### config.mk
export PLATFORM = sky130hd
export DESIGN_NAME = sbc_mode_ctrl
export DESIGN_NICKNAME = d
export VERILOG_FILES = /design/src/shared/sbc_pkg.sv /design/src/core/sbc_sync.sv /design/src/core/sbc_filter.sv /design/src/core/sbc_mode_ctrl.sv
export SDC_FILE = /design/constraint.sdc
export NUM_CORES = 1
export LEC_CHECK = 0
export ABC_AREA = 1
export CAP_MARGIN = 25
export CORE_AREA = 2 2 90 92
export CTS_CLUSTER_SIZE = 28
export DETAILED_ROUTE_END_ITERATION = 12
export DIE_AREA = 0 0 92 94
export DONT_BUFFER_PORTS = 1
export PLACE_DENSITY = 0.83
export SETUP_SLACK_MARGIN = 0.1
export SLEW_MARGIN = 25
export SYNTH_ARGS = -nofsm -noshare
export SYNTH_HDL_FRONTEND = slang
export SYNTH_SLANG_ARGS = --single-unit
export TNS_END_PERCENT = 50
### constraint.sdc
create_clock -name clk -period 2.6 [get_ports clk]
set_clock_uncertainty 0.1 [all_clocks]
set_input_delay 0.52 -clock clk [delete_from_list [all_inputs] [get_ports clk]]
set_output_delay 0.52 -clock clk [all_outputs]
set_load 0.03 [all_outputs]
### src/shared/sbc_pkg.sv
package sbc_pkg;

	// ==========================================================
	// Clock and timing
	// ==========================================================
	localparam int unsigned CLK_MHZ = 200;

	// Times in microseconds / milliseconds, typical figures
	localparam int unsigned SAMPLE_TXD_US = 25;
	localparam int unsigned LP_MODE_US    = 45;
	localparam int unsigned VOUT_FILT_US  = 25;
	localparam int unsigned LIN_WAKE_US   = 80;
	localparam int unsigned RESET_EXT_MS  = 5;

	// Derived cycle counts
	localparam int unsigned SAMPLE_TXD_CYC = SAMPLE_TXD_US * CLK_MHZ;
	localparam int unsigned LP_MODE_CYC    = LP_MODE_US * CLK_MHZ;
	localparam int unsigned VOUT_FILT_CYC  = VOUT_FILT_US * CLK_MHZ;
	localparam int unsigned LIN_WAKE_CYC   = LIN_WAKE_US * CLK_MHZ;
	localparam int unsigned RESET_EXT_CYC  = RESET_EXT_MS * 1000 * CLK_MHZ;

	// Width of all timers
	localparam int unsigned CNT_W = 24;

	// ==========================================================
	// Operating modes
	// ==========================================================
	typedef enum logic [2:0]
	{
		MODE_SHUTDOWN,
		MODE_RESET,
		MODE_NORMAL,
		MODE_STANDBY,
		MODE_SLEEP,
		MODE_THERMAL
	} sbc_mode_e;

	// LIN transceiver sub-modes
	typedef enum logic [1:0]
	{
		LIN_OFF,
		LIN_WAKEUP,
		LIN_ACTIVE
	} sbc_lin_e;

endpackage

### src/core/sbc_sync.sv
`timescale 1ns/1ps

// Two-flop synchroniser for one asynchronous level
module sbc_sync
(
	input  wire logic clk,
	input  wire logic rst,
	input  wire logic asyncIn,
	output logic      syncOut
);

	typedef struct packed
	{
		logic meta;
		logic sync;
	} sbc_sync_s;

	sbc_sync_s state_q;
	sbc_sync_s state_d;

	// ==========================================================
	// Next state
	// ==========================================================
	// First flop feeds only the second
	always_comb
	begin
		state_d      = state_q;
		state_d.meta = asyncIn;
		state_d.sync = state_q.meta;
	end

	always_ff @(posedge clk)
	begin
		if (rst)
			state_q <= '0;
		else
			state_q <= state_d;
	end

	assign syncOut = state_q.sync;

endmodule

### src/core/sbc_filter.sv
`timescale 1ns/1ps

// Qualifies a level: output goes high once input held high LEN cycles
module sbc_filter
#(
	parameter int unsigned LEN = 16
)
(
	input  wire logic clk,
	input  wire logic rst,
	input  wire logic levelIn,
	output logic      qualified
);

	typedef struct packed
	{
		logic [sbc_pkg::CNT_W-1:0] cnt;
		logic                      hit;
	} sbc_filter_s;

	localparam logic [sbc_pkg::CNT_W-1:0] LAST = sbc_pkg::CNT_W'(LEN - 1);

	sbc_filter_s state_q;
	sbc_filter_s state_d;

	// ==========================================================
	// Counter
	// ==========================================================
	// Any drop of the input restarts the count, so glitches never pass
	always_comb
	begin
		state_d = state_q;
		if (!levelIn)
		begin
			state_d.cnt = '0;
			state_d.hit = 1'b0;
		end
		else if (state_q.cnt >= LAST)
			state_d.hit = 1'b1;
		else
			state_d.cnt = state_q.cnt + 1'b1;
	end

	always_ff @(posedge clk)
	begin
		if (rst)
			state_q <= '0;
		else
			state_q <= state_d;
	end

	assign qualified = state_q.hit;

endmodule

### src/core/sbc_mode_ctrl.sv
`timescale 1ns/1ps

module sbc_mode_ctrl
#(
	parameter int unsigned SAMPLE_TXD_CYC = sbc_pkg::SAMPLE_TXD_CYC,
	parameter int unsigned LP_MODE_CYC    = sbc_pkg::LP_MODE_CYC,
	parameter int unsigned VOUT_FILT_CYC  = sbc_pkg::VOUT_FILT_CYC,
	parameter int unsigned LIN_WAKE_CYC   = sbc_pkg::LIN_WAKE_CYC,
	parameter int unsigned RESET_EXT_CYC  = sbc_pkg::RESET_EXT_CYC
)
(
	input  wire logic             clk,
	input  wire logic             rst,
	input  wire logic             enablePin,
	input  wire logic             txDataPin,
	input  wire logic             linBusLow,
	input  wire logic             supplyBelowPorLow,
	input  wire logic             supplyAbovePorHigh,
	input  wire logic             junctionOvertemp,
	input  wire logic             voutBelowReset,
	output logic                  regulatorOn,
	output logic                  systemResetOut_n,
	output logic                  systemResetOe_n,
	output logic                  rxDataOut,
	output logic                  linTxEnable,
	output sbc_pkg::sbc_lin_e     linSubMode,
	output sbc_pkg::sbc_mode_e    modeOut
);

	// Last count of each timer; every timer starts from zero
	localparam logic [sbc_pkg::CNT_W-1:0] SAMPLE_LAST = sbc_pkg::CNT_W'(SAMPLE_TXD_CYC - 1);
	localparam logic [sbc_pkg::CNT_W-1:0] LP_LAST     = sbc_pkg::CNT_W'(LP_MODE_CYC - 1);
	localparam logic [sbc_pkg::CNT_W-1:0] RESET_LAST  = sbc_pkg::CNT_W'(RESET_EXT_CYC - 1);

	// Low-power request sequence inside Normal
	typedef enum logic [1:0]
	{
		REQ_NONE,
		REQ_SAMPLE,
		REQ_STANDBY,
		REQ_SLEEP
	} sbc_req_e;

	// All controller state lives in one register
	typedef struct packed
	{
		sbc_pkg::sbc_mode_e        mode;
		sbc_req_e                  req;
		logic [sbc_pkg::CNT_W-1:0] timer;
		logic                      wakePending;
		logic                      enPrev;
		logic                      txBlocked;
		logic                      regOn;
		logic                      rstLow;
		logic                      rxd;
		logic                      txEn;
		sbc_pkg::sbc_lin_e         lin;
	} sbc_mode_s;

	sbc_mode_s state_q;
	sbc_mode_s state_d;

	// Synchronised and filtered views of the inputs
	logic enSync;
	logic txSync;
	logic linSync;
	logic porLowSync;
	logic porHighSync;
	logic hotSync;
	logic uvSync;
	logic uvQual;
	logic wakeQual;
	logic wakeDetectOn;

	// ==========================================================
	// Input synchronisers
	// ==========================================================
	// All pins and comparators cross in before any logic looks at them
	sbc_sync u_syncEn      (.clk(clk), .rst(rst),
		.asyncIn(enablePin),          .syncOut(enSync));
	sbc_sync u_syncTx      (.clk(clk), .rst(rst),
		.asyncIn(txDataPin),          .syncOut(txSync));
	sbc_sync u_syncLin     (.clk(clk), .rst(rst),
		.asyncIn(linBusLow),          .syncOut(linSync));
	sbc_sync u_syncPorLow  (.clk(clk), .rst(rst),
		.asyncIn(supplyBelowPorLow),  .syncOut(porLowSync));
	sbc_sync u_syncPorHigh (.clk(clk), .rst(rst),
		.asyncIn(supplyAbovePorHigh), .syncOut(porHighSync));
	sbc_sync u_syncHot     (.clk(clk), .rst(rst),
		.asyncIn(junctionOvertemp),   .syncOut(hotSync));
	sbc_sync u_syncUv      (.clk(clk), .rst(rst),
		.asyncIn(voutBelowReset),     .syncOut(uvSync));

	// ==========================================================
	// Filters
	// ==========================================================
	// Undervoltage must persist before Reset is forced
	sbc_filter #(.LEN(VOUT_FILT_CYC)) u_uvFilt
	(
		.clk       (clk),
		.rst       (rst),
		.levelIn   (uvSync),
		.qualified (uvQual)
	);

	// Wake detector runs in every mode but Shutdown; Shutdown ignores the bus
	assign wakeDetectOn = (state_q.mode != sbc_pkg::MODE_SHUTDOWN);

	sbc_filter #(.LEN(LIN_WAKE_CYC)) u_wakeFilt
	(
		.clk       (clk),
		.rst       (rst),
		.levelIn   (linSync & wakeDetectOn),
		.qualified (wakeQual)
	);

	// ==========================================================
	// Mode state machine
	// ==========================================================
	always_comb
	begin
		state_d        = state_q;
		state_d.enPrev = enSync;
		state_d.timer  = state_q.timer + 1'b1;

		unique case (state_q.mode)
			sbc_pkg::MODE_SHUTDOWN:
			begin
				// Pending wakes are dropped; the bus is not watched here
				state_d.wakePending = 1'b0;
				if (porHighSync && !hotSync)
				begin
					state_d.mode  = sbc_pkg::MODE_RESET;
					state_d.timer = '0;
				end
			end
			sbc_pkg::MODE_RESET:
			begin
				// Pulse restarts for as long as the regulator is still low
				if (uvSync)
					state_d.timer = '0;
				else if (state_q.timer >= RESET_LAST)
				begin
					state_d.timer = '0;
					if (enSync)
					begin
						state_d.mode        = sbc_pkg::MODE_NORMAL;
						state_d.wakePending = 1'b0;
					end
					else
						state_d.mode = sbc_pkg::MODE_STANDBY;
				end
			end
			sbc_pkg::MODE_NORMAL:
			begin
				// Enable fall starts the sample delay; transmit level picks the target
				unique case (state_q.req)
					REQ_NONE:
						if (state_q.enPrev && !enSync)
						begin
							state_d.req   = REQ_SAMPLE;
							state_d.timer = '0;
						end
					REQ_SAMPLE:
						if (state_q.timer >= SAMPLE_LAST)
						begin
							state_d.req   = txSync ? REQ_STANDBY : REQ_SLEEP;
							state_d.timer = '0;
						end
					REQ_STANDBY, REQ_SLEEP:
						if (state_q.timer >= LP_LAST)
						begin
							state_d.mode = (state_q.req == REQ_STANDBY)
								? sbc_pkg::MODE_STANDBY : sbc_pkg::MODE_SLEEP;
							state_d.req  = REQ_NONE;
						end
				endcase
				// Enable raised again aborts a pending low-power request
				if (enSync && state_q.req != REQ_NONE)
					state_d.req = REQ_NONE;
			end
			sbc_pkg::MODE_STANDBY:
			begin
				// Enable high is the only way out besides the global overrides
				if (enSync)
				begin
					state_d.mode        = sbc_pkg::MODE_NORMAL;
					state_d.wakePending = 1'b0;
				end
			end
			sbc_pkg::MODE_SLEEP:
			begin
				// Either source brings the regulator back by way of Reset
				if (enSync || wakeQual)
				begin
					state_d.mode  = sbc_pkg::MODE_RESET;
					state_d.timer = '0;
				end
			end
			sbc_pkg::MODE_THERMAL:
			begin
				// Cooling always passes through Reset so the host sees a fresh pulse
				if (!hotSync)
				begin
					state_d.mode  = sbc_pkg::MODE_RESET;
					state_d.timer = '0;
				end
			end
			default:
				state_d.mode = sbc_pkg::MODE_SHUTDOWN;
		endcase

		// Wake latched outside Normal and Shutdown; placed after the mode logic so a
		// wake in the cycle of the Normal entry wins over the clear and is not lost
		if (wakeQual && state_q.mode != sbc_pkg::MODE_NORMAL
			&& state_q.mode != sbc_pkg::MODE_SHUTDOWN)
			state_d.wakePending = 1'b1;

		// Undervoltage on the regulator restarts the reset pulse
		if (uvQual && state_q.regOn
			&& (state_d.mode == sbc_pkg::MODE_NORMAL
			|| state_d.mode == sbc_pkg::MODE_STANDBY))
		begin
			state_d.mode  = sbc_pkg::MODE_RESET;
			state_d.req   = REQ_NONE;
			state_d.timer = '0;
		end

		// Over-temperature outranks all but loss of supply
		if (hotSync && state_q.mode != sbc_pkg::MODE_SHUTDOWN)
		begin
			state_d.mode = sbc_pkg::MODE_THERMAL;
			state_d.req  = REQ_NONE;
		end

		// Supply loss wins over everything
		if (porLowSync)
		begin
			state_d.mode = sbc_pkg::MODE_SHUTDOWN;
			state_d.req  = REQ_NONE;
		end

		// Transmitter opens on entry into Normal or when enable rises again in Normal, blocked at enable fall
		// Limitation: no transmit falling-edge gate, so a low level at entry is not held off
		if (state_d.mode != sbc_pkg::MODE_NORMAL || !enSync)
			state_d.txBlocked = 1'b1;
		else if (state_q.mode != sbc_pkg::MODE_NORMAL || state_q.txBlocked)
			state_d.txBlocked = 1'b0;

		// Outputs registered from the next mode
		// Defaults are the safe levels: regulator off, reset held, receive idle high
		state_d.regOn  = 1'b0;
		state_d.rstLow = 1'b1;
		state_d.rxd    = 1'b1;
		state_d.lin    = sbc_pkg::LIN_WAKEUP;
		unique case (state_d.mode)
			sbc_pkg::MODE_SHUTDOWN:
				state_d.lin = sbc_pkg::LIN_OFF;
			sbc_pkg::MODE_RESET:
			begin
				state_d.regOn = 1'b1;
				state_d.lin   = sbc_pkg::LIN_OFF;
				state_d.rxd   = !state_d.wakePending;
			end
			sbc_pkg::MODE_NORMAL:
			begin
				state_d.regOn  = 1'b1;
				state_d.rstLow = 1'b0;
				state_d.lin    = sbc_pkg::LIN_ACTIVE;
				state_d.rxd    = !linSync;
			end
			sbc_pkg::MODE_STANDBY:
			begin
				state_d.regOn  = 1'b1;
				state_d.rstLow = 1'b0;
				state_d.rxd    = !state_d.wakePending;
			end
			sbc_pkg::MODE_SLEEP:
				state_d.rxd = !state_d.wakePending;
			sbc_pkg::MODE_THERMAL:
				state_d.rxd = !state_d.wakePending;
			default:
				state_d.lin = sbc_pkg::LIN_OFF;
		endcase
		state_d.txEn = (state_d.mode == sbc_pkg::MODE_NORMAL) && !state_d.txBlocked
			&& enSync;
	end

	// Reset sets Shutdown with the system reset held low
	always_ff @(posedge clk)
	begin
		if (rst)
		begin
			state_q           <= '0;
			state_q.mode      <= sbc_pkg::MODE_SHUTDOWN;
			state_q.rstLow    <= 1'b1;
			state_q.rxd       <= 1'b1;
			state_q.txBlocked <= 1'b1;
			state_q.lin       <= sbc_pkg::LIN_OFF;
		end
		else
			state_q <= state_d;
	end

	// ==========================================================
	// Outputs
	// ==========================================================
	// Open-drain reset: drives low only, enable low while driving
	// The pin's pull-up gives the high level, so the data bit is tied low
	// and the enable alone carries the reset state
	assign regulatorOn      = state_q.regOn;
	assign systemResetOut_n = 1'b0;
	assign systemResetOe_n  = !state_q.rstLow;
	assign rxDataOut        = state_q.rxd;
	assign linTxEnable      = state_q.txEn;
	assign linSubMode       = state_q.lin;
	assign modeOut          = state_q.mode;

endmodule

# Word-level counts from Yosys, hierarchy flattened
# Index checks and enable logic that the tools add are counted.
totals:
  regBits: 102
  output_inout_bits: 10
classes:
  n_addsub: 3
  order_cmp: 5
  n_eq_ne: 20
  muxes: 37
  bitwise_logic: 3
  reduce_logical: 34
ops:
  columns: ["operator", "n"]
  rows:
  - ["$pmux 24 s5", 1]
  - ["$mux 24", 4]
  - ["$add 24x1->24 const B", 3]
  - ["$mux 26", 2]
  - ["$ge 24x13->1 const B", 2]
  - ["$ge 24x14->1 const B", 2]
  - ["$pmux 24 s2", 1]
  - ["$mux 29", 1]
  - ["$mux 25", 1]
  - ["$ge 24x20->1 const B", 1]
  - ["$mux 3", 8]
  - ["$eq 3x2->1 const B", 6]
  - ["$pmux 3 s6", 1]
  - ["$mux 5", 3]
  - ["$eq 3x3->1 const B", 4]
  - ["$logic_and 1x1->1", 10]
  - ["$reduce_or 2->1", 5]
  - ["$mux 1", 9]
  - ["$ne 3x3->1 const B", 3]
  - ["$reduce_or 4->1", 2]
  - ["$eq 3x1->1 const B", 2]
  - ["$logic_not 1->1", 6]
  - ["$ne 3x2->1 const B", 2]
  - ["$pmux 2 s3", 1]
  - ["15 further kinds", 22]

# Longest topological paths before layout
logic_depth:
  ltp_word: 17
  mapped_depth: 17

# By module
# Synthesis repeated with hierarchy kept, for this count alone.
unflattened:
  cells_unflattened: 722
  area_unflattened_um2: 5044.8
modules_own_cells:
  columns: ["module", "instances", "cells_per_inst", "area_each_um2"]
  rows:
  - ["sbc_mode_ctrl", 1, 316, 2199.6]
  - ["sbc_filter (u_wakeFilt)", 1, 186, 1275.0]
  - ["sbc_filter (u_uvFilt)", 1, 178, 1184.9]
  - ["sbc_sync", 7, 6, 55.1]

# Least setup slack after synthesis
# OpenSTA, ideal clock, no wires.
synth_path:
  kind: "flip-flop to flip-flop"
  from: "reg state_q[9] (netlist bit)"
  to: "reg state_q[15] (netlist bit)"
  setup_ns: 0.122
  arrival_time_ns: 1.678
  path_slack_ns: 0.700
  stages_incl_launch_ff: 14
  n_path_buf: 1
  synth_period_minus_slack_ns: 1.900
  path_cell_list: "dfxtp_1 -> ha_1 -> nand2_1 -> nand2_1 -> nor2_1 -> nor2_1 -> nor2_1 -> o21ai_2 -> nand3_1 -> a21oi_1 -> nor2_1 -> o21ai_4 -> buf_6 -> nor3_4"
synth_via:
  elab_chain_cells: 8
  word_cells_on_any_way: 23
  classes_between: "1 x add/sub; 3 x order compare; 2 x eq/ne; 14 x mux; 3 x reduce/logical"
synth_lines:
  columns: ["element", "line", "rtl"]
  rows:
  - ["from (decl)", "sbc_mode_ctrl.sv:60", "sbc_mode_s state_q;"]
  - ["from (signal assigned)", "sbc_mode_ctrl.sv:302", "state_q <= state_d;"]
  - ["$ge 24x14->1 / $ge 24x20->1 (equally long branches)", "sbc_mode_ctrl.sv:171, sbc_mode_ctrl.sv:142", null]
  - ["$mux 5 / $mux 3 (equally long branches)", "sbc_mode_ctrl.sv:171, sbc_mode_ctrl.sv:142", null]
  - ["$mux 3, on equally long branches", "sbc_mode_ctrl.sv:157, sbc_mode_ctrl.sv:140", null]
  - ["$pmux 3 s6", "sbc_mode_ctrl.sv:126", "unique case (state_q.mode)"]
  - ["$eq 3x2->1, on equally long branches", "sbc_mode_ctrl.sv:221, sbc_mode_ctrl.sv:222", null]
  - ["$logic_or 1x1->1", "sbc_mode_ctrl.sv:222", "|| state_d.mode == sbc_pkg::MODE_STANDBY))"]
  - ["$logic_and 1x1->1", "sbc_mode_ctrl.sv:221", "&& (state_d.mode == sbc_pkg::MODE_NORMAL"]
  - ["$reduce_or 2->1 (no source line)", null, null]
# Parallel ways exist; a longest one is shown, timed or not. The select of a mux whose other input is x is not followed.
# A chain may end at the register's enable or synchronous reset.

# Final worst setup path
layout_path:
  from: "reg state_q[9] (netlist bit)"
  to: "reg state_q[13] (netlist bit)"
# Same word-level chain as after synthesis.

==> metrics.log <==
INFO  metric worst_setup_hold_path_clk_slew = about 0.10 ns
INFO  metric avgViaCountPerCell = 4.940
INFO  metric post_cts.resized_instances = 0
INFO  metric drive_above_1_share = a little under an eighth
INFO  metric whs_path_depth = 1
INFO  metric syn-mean-instance-area = 7.476 µm²
INFO  metric postRouteAntennaNets = 0
INFO  metric crit_chain = ha_1 > nand2_1 > nand2_1 > nor2_1 > nor2_1 > nor2_2 > nand2_2 > nand3_1 > nand2_2 > nand3_4 > a21oi_4 > o21ai_4 > buf_4 > nor3b_1
INFO  metric timing.final.max_slew_violations = 0
INFO  metric clkSinkCount = around 100
INFO  metric global_route.usage.met1 = 24.87%
INFO  metric route.vias.total = roughly 3.5k
INFO  metric clock_tree_from_tritoncts = yes
INFO  metric final_worst_slack = 0.3650 ns
INFO  metric die_x = 92 µm
INFO  metric grt_pass1_vias = 3386
INFO  metric sort_of_element_at_the_start_of_the_critical_path = flop
INFO  metric syn_area = 4523 µm²
INFO  metric cp_slowest_cell = sky130_fd_sc_hd__dfxtp_1
INFO  metric grt_start_max_net_pins = 25
INFO  metric rows = 32
INFO  metric worst_pin_slew = ~0.52 ns
INFO  metric power.density = 543.6 nW/µm²
INFO  metric clockRootBuffer = sky130_fd_sc_hd__clkbuf_8
INFO  metric total_wirelength = 7.909 mm
INFO  metric syn2layout_area_growth = 6.086%
INFO  metric finalHoldViolCount = 0
INFO  metric reg2reg_depth = 14
INFO  metric regToRegSetupSlack = 0.37 ns
INFO  metric achievable-frequency = 447.4 MHz
INFO  metric final_nets = 621
INFO  metric die_outline_area = 8648 µm²
INFO  metric slew_headroom = 65.18%
INFO  metric netlist-cell-type-count = 39
INFO  metric hold_path.class = in -> reg
INFO  metric worst_hold_startpoint = rst
INFO  metric synthesis.nets = 617
INFO  metric r2r-end = state_q[13]
INFO  metric grt_util_met2 = around a third
INFO  metric chipHeight = 94 µm
INFO  metric clk_path_buf_depth = 2
INFO  metric antenna_found_initial = 0
INFO  metric global_route.overflow_total = 0
INFO  metric report.power.total = roughly 2600 µW
INFO  metric worstPathArrival = ~2.4 ns
INFO  metric top_usage_layer = met2
INFO  metric status = finished clean
INFO  metric drt-wirelength-per-cell = 11.05 µm
INFO  metric syn-instance-count = about 600
INFO  metric setup.worst_path.end_class = flop
INFO  metric setup_fix_buffers_added_after_clock_tree_synthesis = 0
INFO  metric critical_path_required = between 2 and 3 ns
INFO  metric tritoncts.num_buffers = 9
INFO  metric core_area = between 7000 and 8000 µm²
INFO  metric grt_first_pass_wirelength = between 10 and 15 mm
INFO  metric critical_path.reg2reg.startpoint = state_q[9]
INFO  metric port_buffers = 0
INFO  metric synth.ff_latch_count = 101
INFO  metric firstDrtPassIters = 5
INFO  metric cts.htree.levels = 3
INFO  metric p_leak = 0.001848 µW
INFO  metric fill_cells = 657
INFO  metric io-pin-count = 19
INFO  metric yosysWarnings = 0
INFO  metric setup_violations = 0
INFO  metric gp_congestion = 0.8252
INFO  metric ir_worst_vdd = roughly 0.33 mV
INFO  metric drc = 0
INFO  metric maxCapViolations = 0
INFO  metric antenna_cells_inserted = 0
INFO  metric fin_crit_sh = 85.96%
INFO  metric unrepaired_setup_endpoints_after_global_routing = no
INFO  metric cp_max_fo = 24
INFO  metric placement.setup.worst_slack = 0.4036 ns
INFO  metric seq_area_frac_synth = 44.70%
INFO  metric critical_path.max_stage_delay = 0.39 ns
INFO  metric period_needed = 2.235 ns
INFO  metric drtIter0Drc = 211
INFO  metric count_of_hold_buffers_inserted_by_post_cts_repair = 0
INFO  metric crit_type = reg -> reg
INFO  metric grtUsageTotal = 19.90%
INFO  metric worstSkewPairLatency = 0.37 ns
INFO  metric tns = 0 ns
INFO  metric start_util = 59.46%
INFO  metric met3_usage = 4.334%
INFO  metric worst_hold_path.endpoint = u_syncPorLow.syncOut
INFO  metric place.detailed.hpwl = 5.882 mm
==> logic make-up (layout without fill, tap and decap cells) <==
| kind of cell | Yosys count | after routing | synth area share (%) |
|---|---|---|---|
| flops | 101 | 101 | 44.70 |
| other cells | 1 | 1 | 0.08291 |
| xor+xnor | 16 | 16 | 3.098 |
| compound gates | 60 | 60 | 7.884 |
| simple gates | 303 | 303 | 32.53 |
| buf+inv | 121 | 130 | 10.87 |
| fa+ha+maj | 3 | 3 | 0.8300 |
==> synth_stat cells (all sizes together) <==
cell | instances | area share, %
inv | 105 | 8.7
dfxtp | 101 | 45
o22ai | 2 | 0.28
buf | 8 | 1.5
nand3 | 42 | 5.5
o21bai | 1 | 0.17
clkinv | 4 | 0.33
clkbuf | 4 | 0.33
nor3 | 18 | 2.8
conb | 1 | 0.083
nor4 | 8 | 1.4
nand3b | 1 | 0.17
ha | 3 | 0.83
nand4 | 9 | 1.2
xnor2 | 5 | 0.97
nor3b | 8 | 1.3
xor2 | 11 | 2.1
nor2 | 123 | 12
and3 | 1 | 0.14
a21oi | 28 | 3.3
o21a | 6 | 1.0
nand2 | 93 | 8.3
o221ai | 1 | 0.19
o221a | 1 | 0.25
o21ai | 21 | 2.7
==> final cells by class <==
| type | instances | area [µm²] | share of cell area [%] |
|---|---|---|---|
| timing repair buffer | 5 | 37.54 | 0.7823 |
| inverter | 109 | 409.1 | 8.527 |
| sequential | 101 | 2022 | 42.14 |
| clock buffer | 10 | 137.6 | 2.868 |
| clock inverter | 6 | 55.05 | 1.147 |
| multi-input combinational | 383 | 2009 | 41.88 |
| tap | 102 | 127.6 | 2.660 |
==> per-stage QoR <==
step	utilization, %	area [µm²]	instances	hold slack, ns
after floorplan	-	4523	605	0.2883
after global placement	60.54	4606	700	0.2928
after detailed placement	60.54	4606	700	0.2922
after CTS	63.08	4798	716	0.08520
after global routing	63.08	4798	716	0.08777
final	63.08	4798	716	0.1132
==> critical path: cells and delay by family, from the launching register on <==
kind | cells | cell delay [ns]
simple gates | 10 | 0.95
fa+ha+maj | 1 | 0.23
buf+inv | 1 | 0.24
flops | 1 | 0.39
compound gates | 2 | 0.22
==> cell usage in the layout (no fill, tap or decap), types with 2 or more instances in the layout <==
cell | netlist | layout
sky130_fd_sc_hd__nand2_2 | 10 | 10
sky130_fd_sc_hd__clkinvlp_4 | 0 | 2
sky130_fd_sc_hd__clkinv_4 | 0 | 2
sky130_fd_sc_hd__inv_1 | 102 | 102
sky130_fd_sc_hd__xor2_1 | 11 | 11
sky130_fd_sc_hd__xnor2_1 | 5 | 5
sky130_fd_sc_hd__clkinv_1 | 4 | 4
sky130_fd_sc_hd__o22ai_1 | 2 | 2
sky130_fd_sc_hd__nor3b_1 | 8 | 8
sky130_fd_sc_hd__dfxtp_1 | 101 | 101
sky130_fd_sc_hd__inv_8 | 0 | 2
sky130_fd_sc_hd__o21ai_0 | 18 | 18
sky130_fd_sc_hd__buf_4 | 6 | 5
sky130_fd_sc_hd__nor3_2 | 3 | 3
sky130_fd_sc_hd__o21a_1 | 6 | 6
sky130_fd_sc_hd__nand2_1 | 83 | 83
sky130_fd_sc_hd__nand4_1 | 9 | 9
sky130_fd_sc_hd__nor3_4 | 2 | 2
sky130_fd_sc_hd__clkbuf_8 | 0 | 10
sky130_fd_sc_hd__nor2_1 | 104 | 104
sky130_fd_sc_hd__inv_2 | 3 | 3
sky130_fd_sc_hd__nor4_2 | 2 | 2
sky130_fd_sc_hd__nor4_1 | 6 | 6
sky130_fd_sc_hd__nand3_1 | 36 | 36
sky130_fd_sc_hd__ha_1 | 3 | 3
sky130_fd_sc_hd__a21oi_1 | 27 | 27
sky130_fd_sc_hd__nor3_1 | 13 | 13
sky130_fd_sc_hd__nor2_2 | 15 | 15
sky130_fd_sc_hd__nor2_4 | 4 | 4
sky130_fd_sc_hd__nand3_2 | 5 | 5
==> registers in the layout, summed over array words and instances, names as in the netlist, 2 cells and up <==
signal	flops
u_wakeFilt.state_q	24
modeOut	3
state_q	29
linSubMode	2
u_uvFilt.state_q	24
==> power by group <==
part,internal [µW],switching [µW]
logic,26.4,54.9
clock network,390,558
registers,1560,14.3
==> metal layers <==
metal,wire length [µm],share of wire (%)
met1,3744,47
met2,3727,47
met3,309,3.9
met4,127,1.6
met5,0,0
==> worst max path at each step <==
stage | from | to | slack, ns | cells past startpoint
6_report | state_q[9] | state_q[13] | 0.37 | 14
5_1_grt | state_q[9] | state_q[13] | 0.14 | 13
4_1_cts | state_q[9] | state_q[13] | 0.37 | 14
3_5_place_dp | state_q[9] | state_q[13] | 0.40 | 14
3_3_place_gp | state_q[9] | state_q[13] | 0.50 | 13
2_1_floorplan | state_q[9] | state_q[15] | 0.70 | 13
Power figures use the tool's default switching activity.
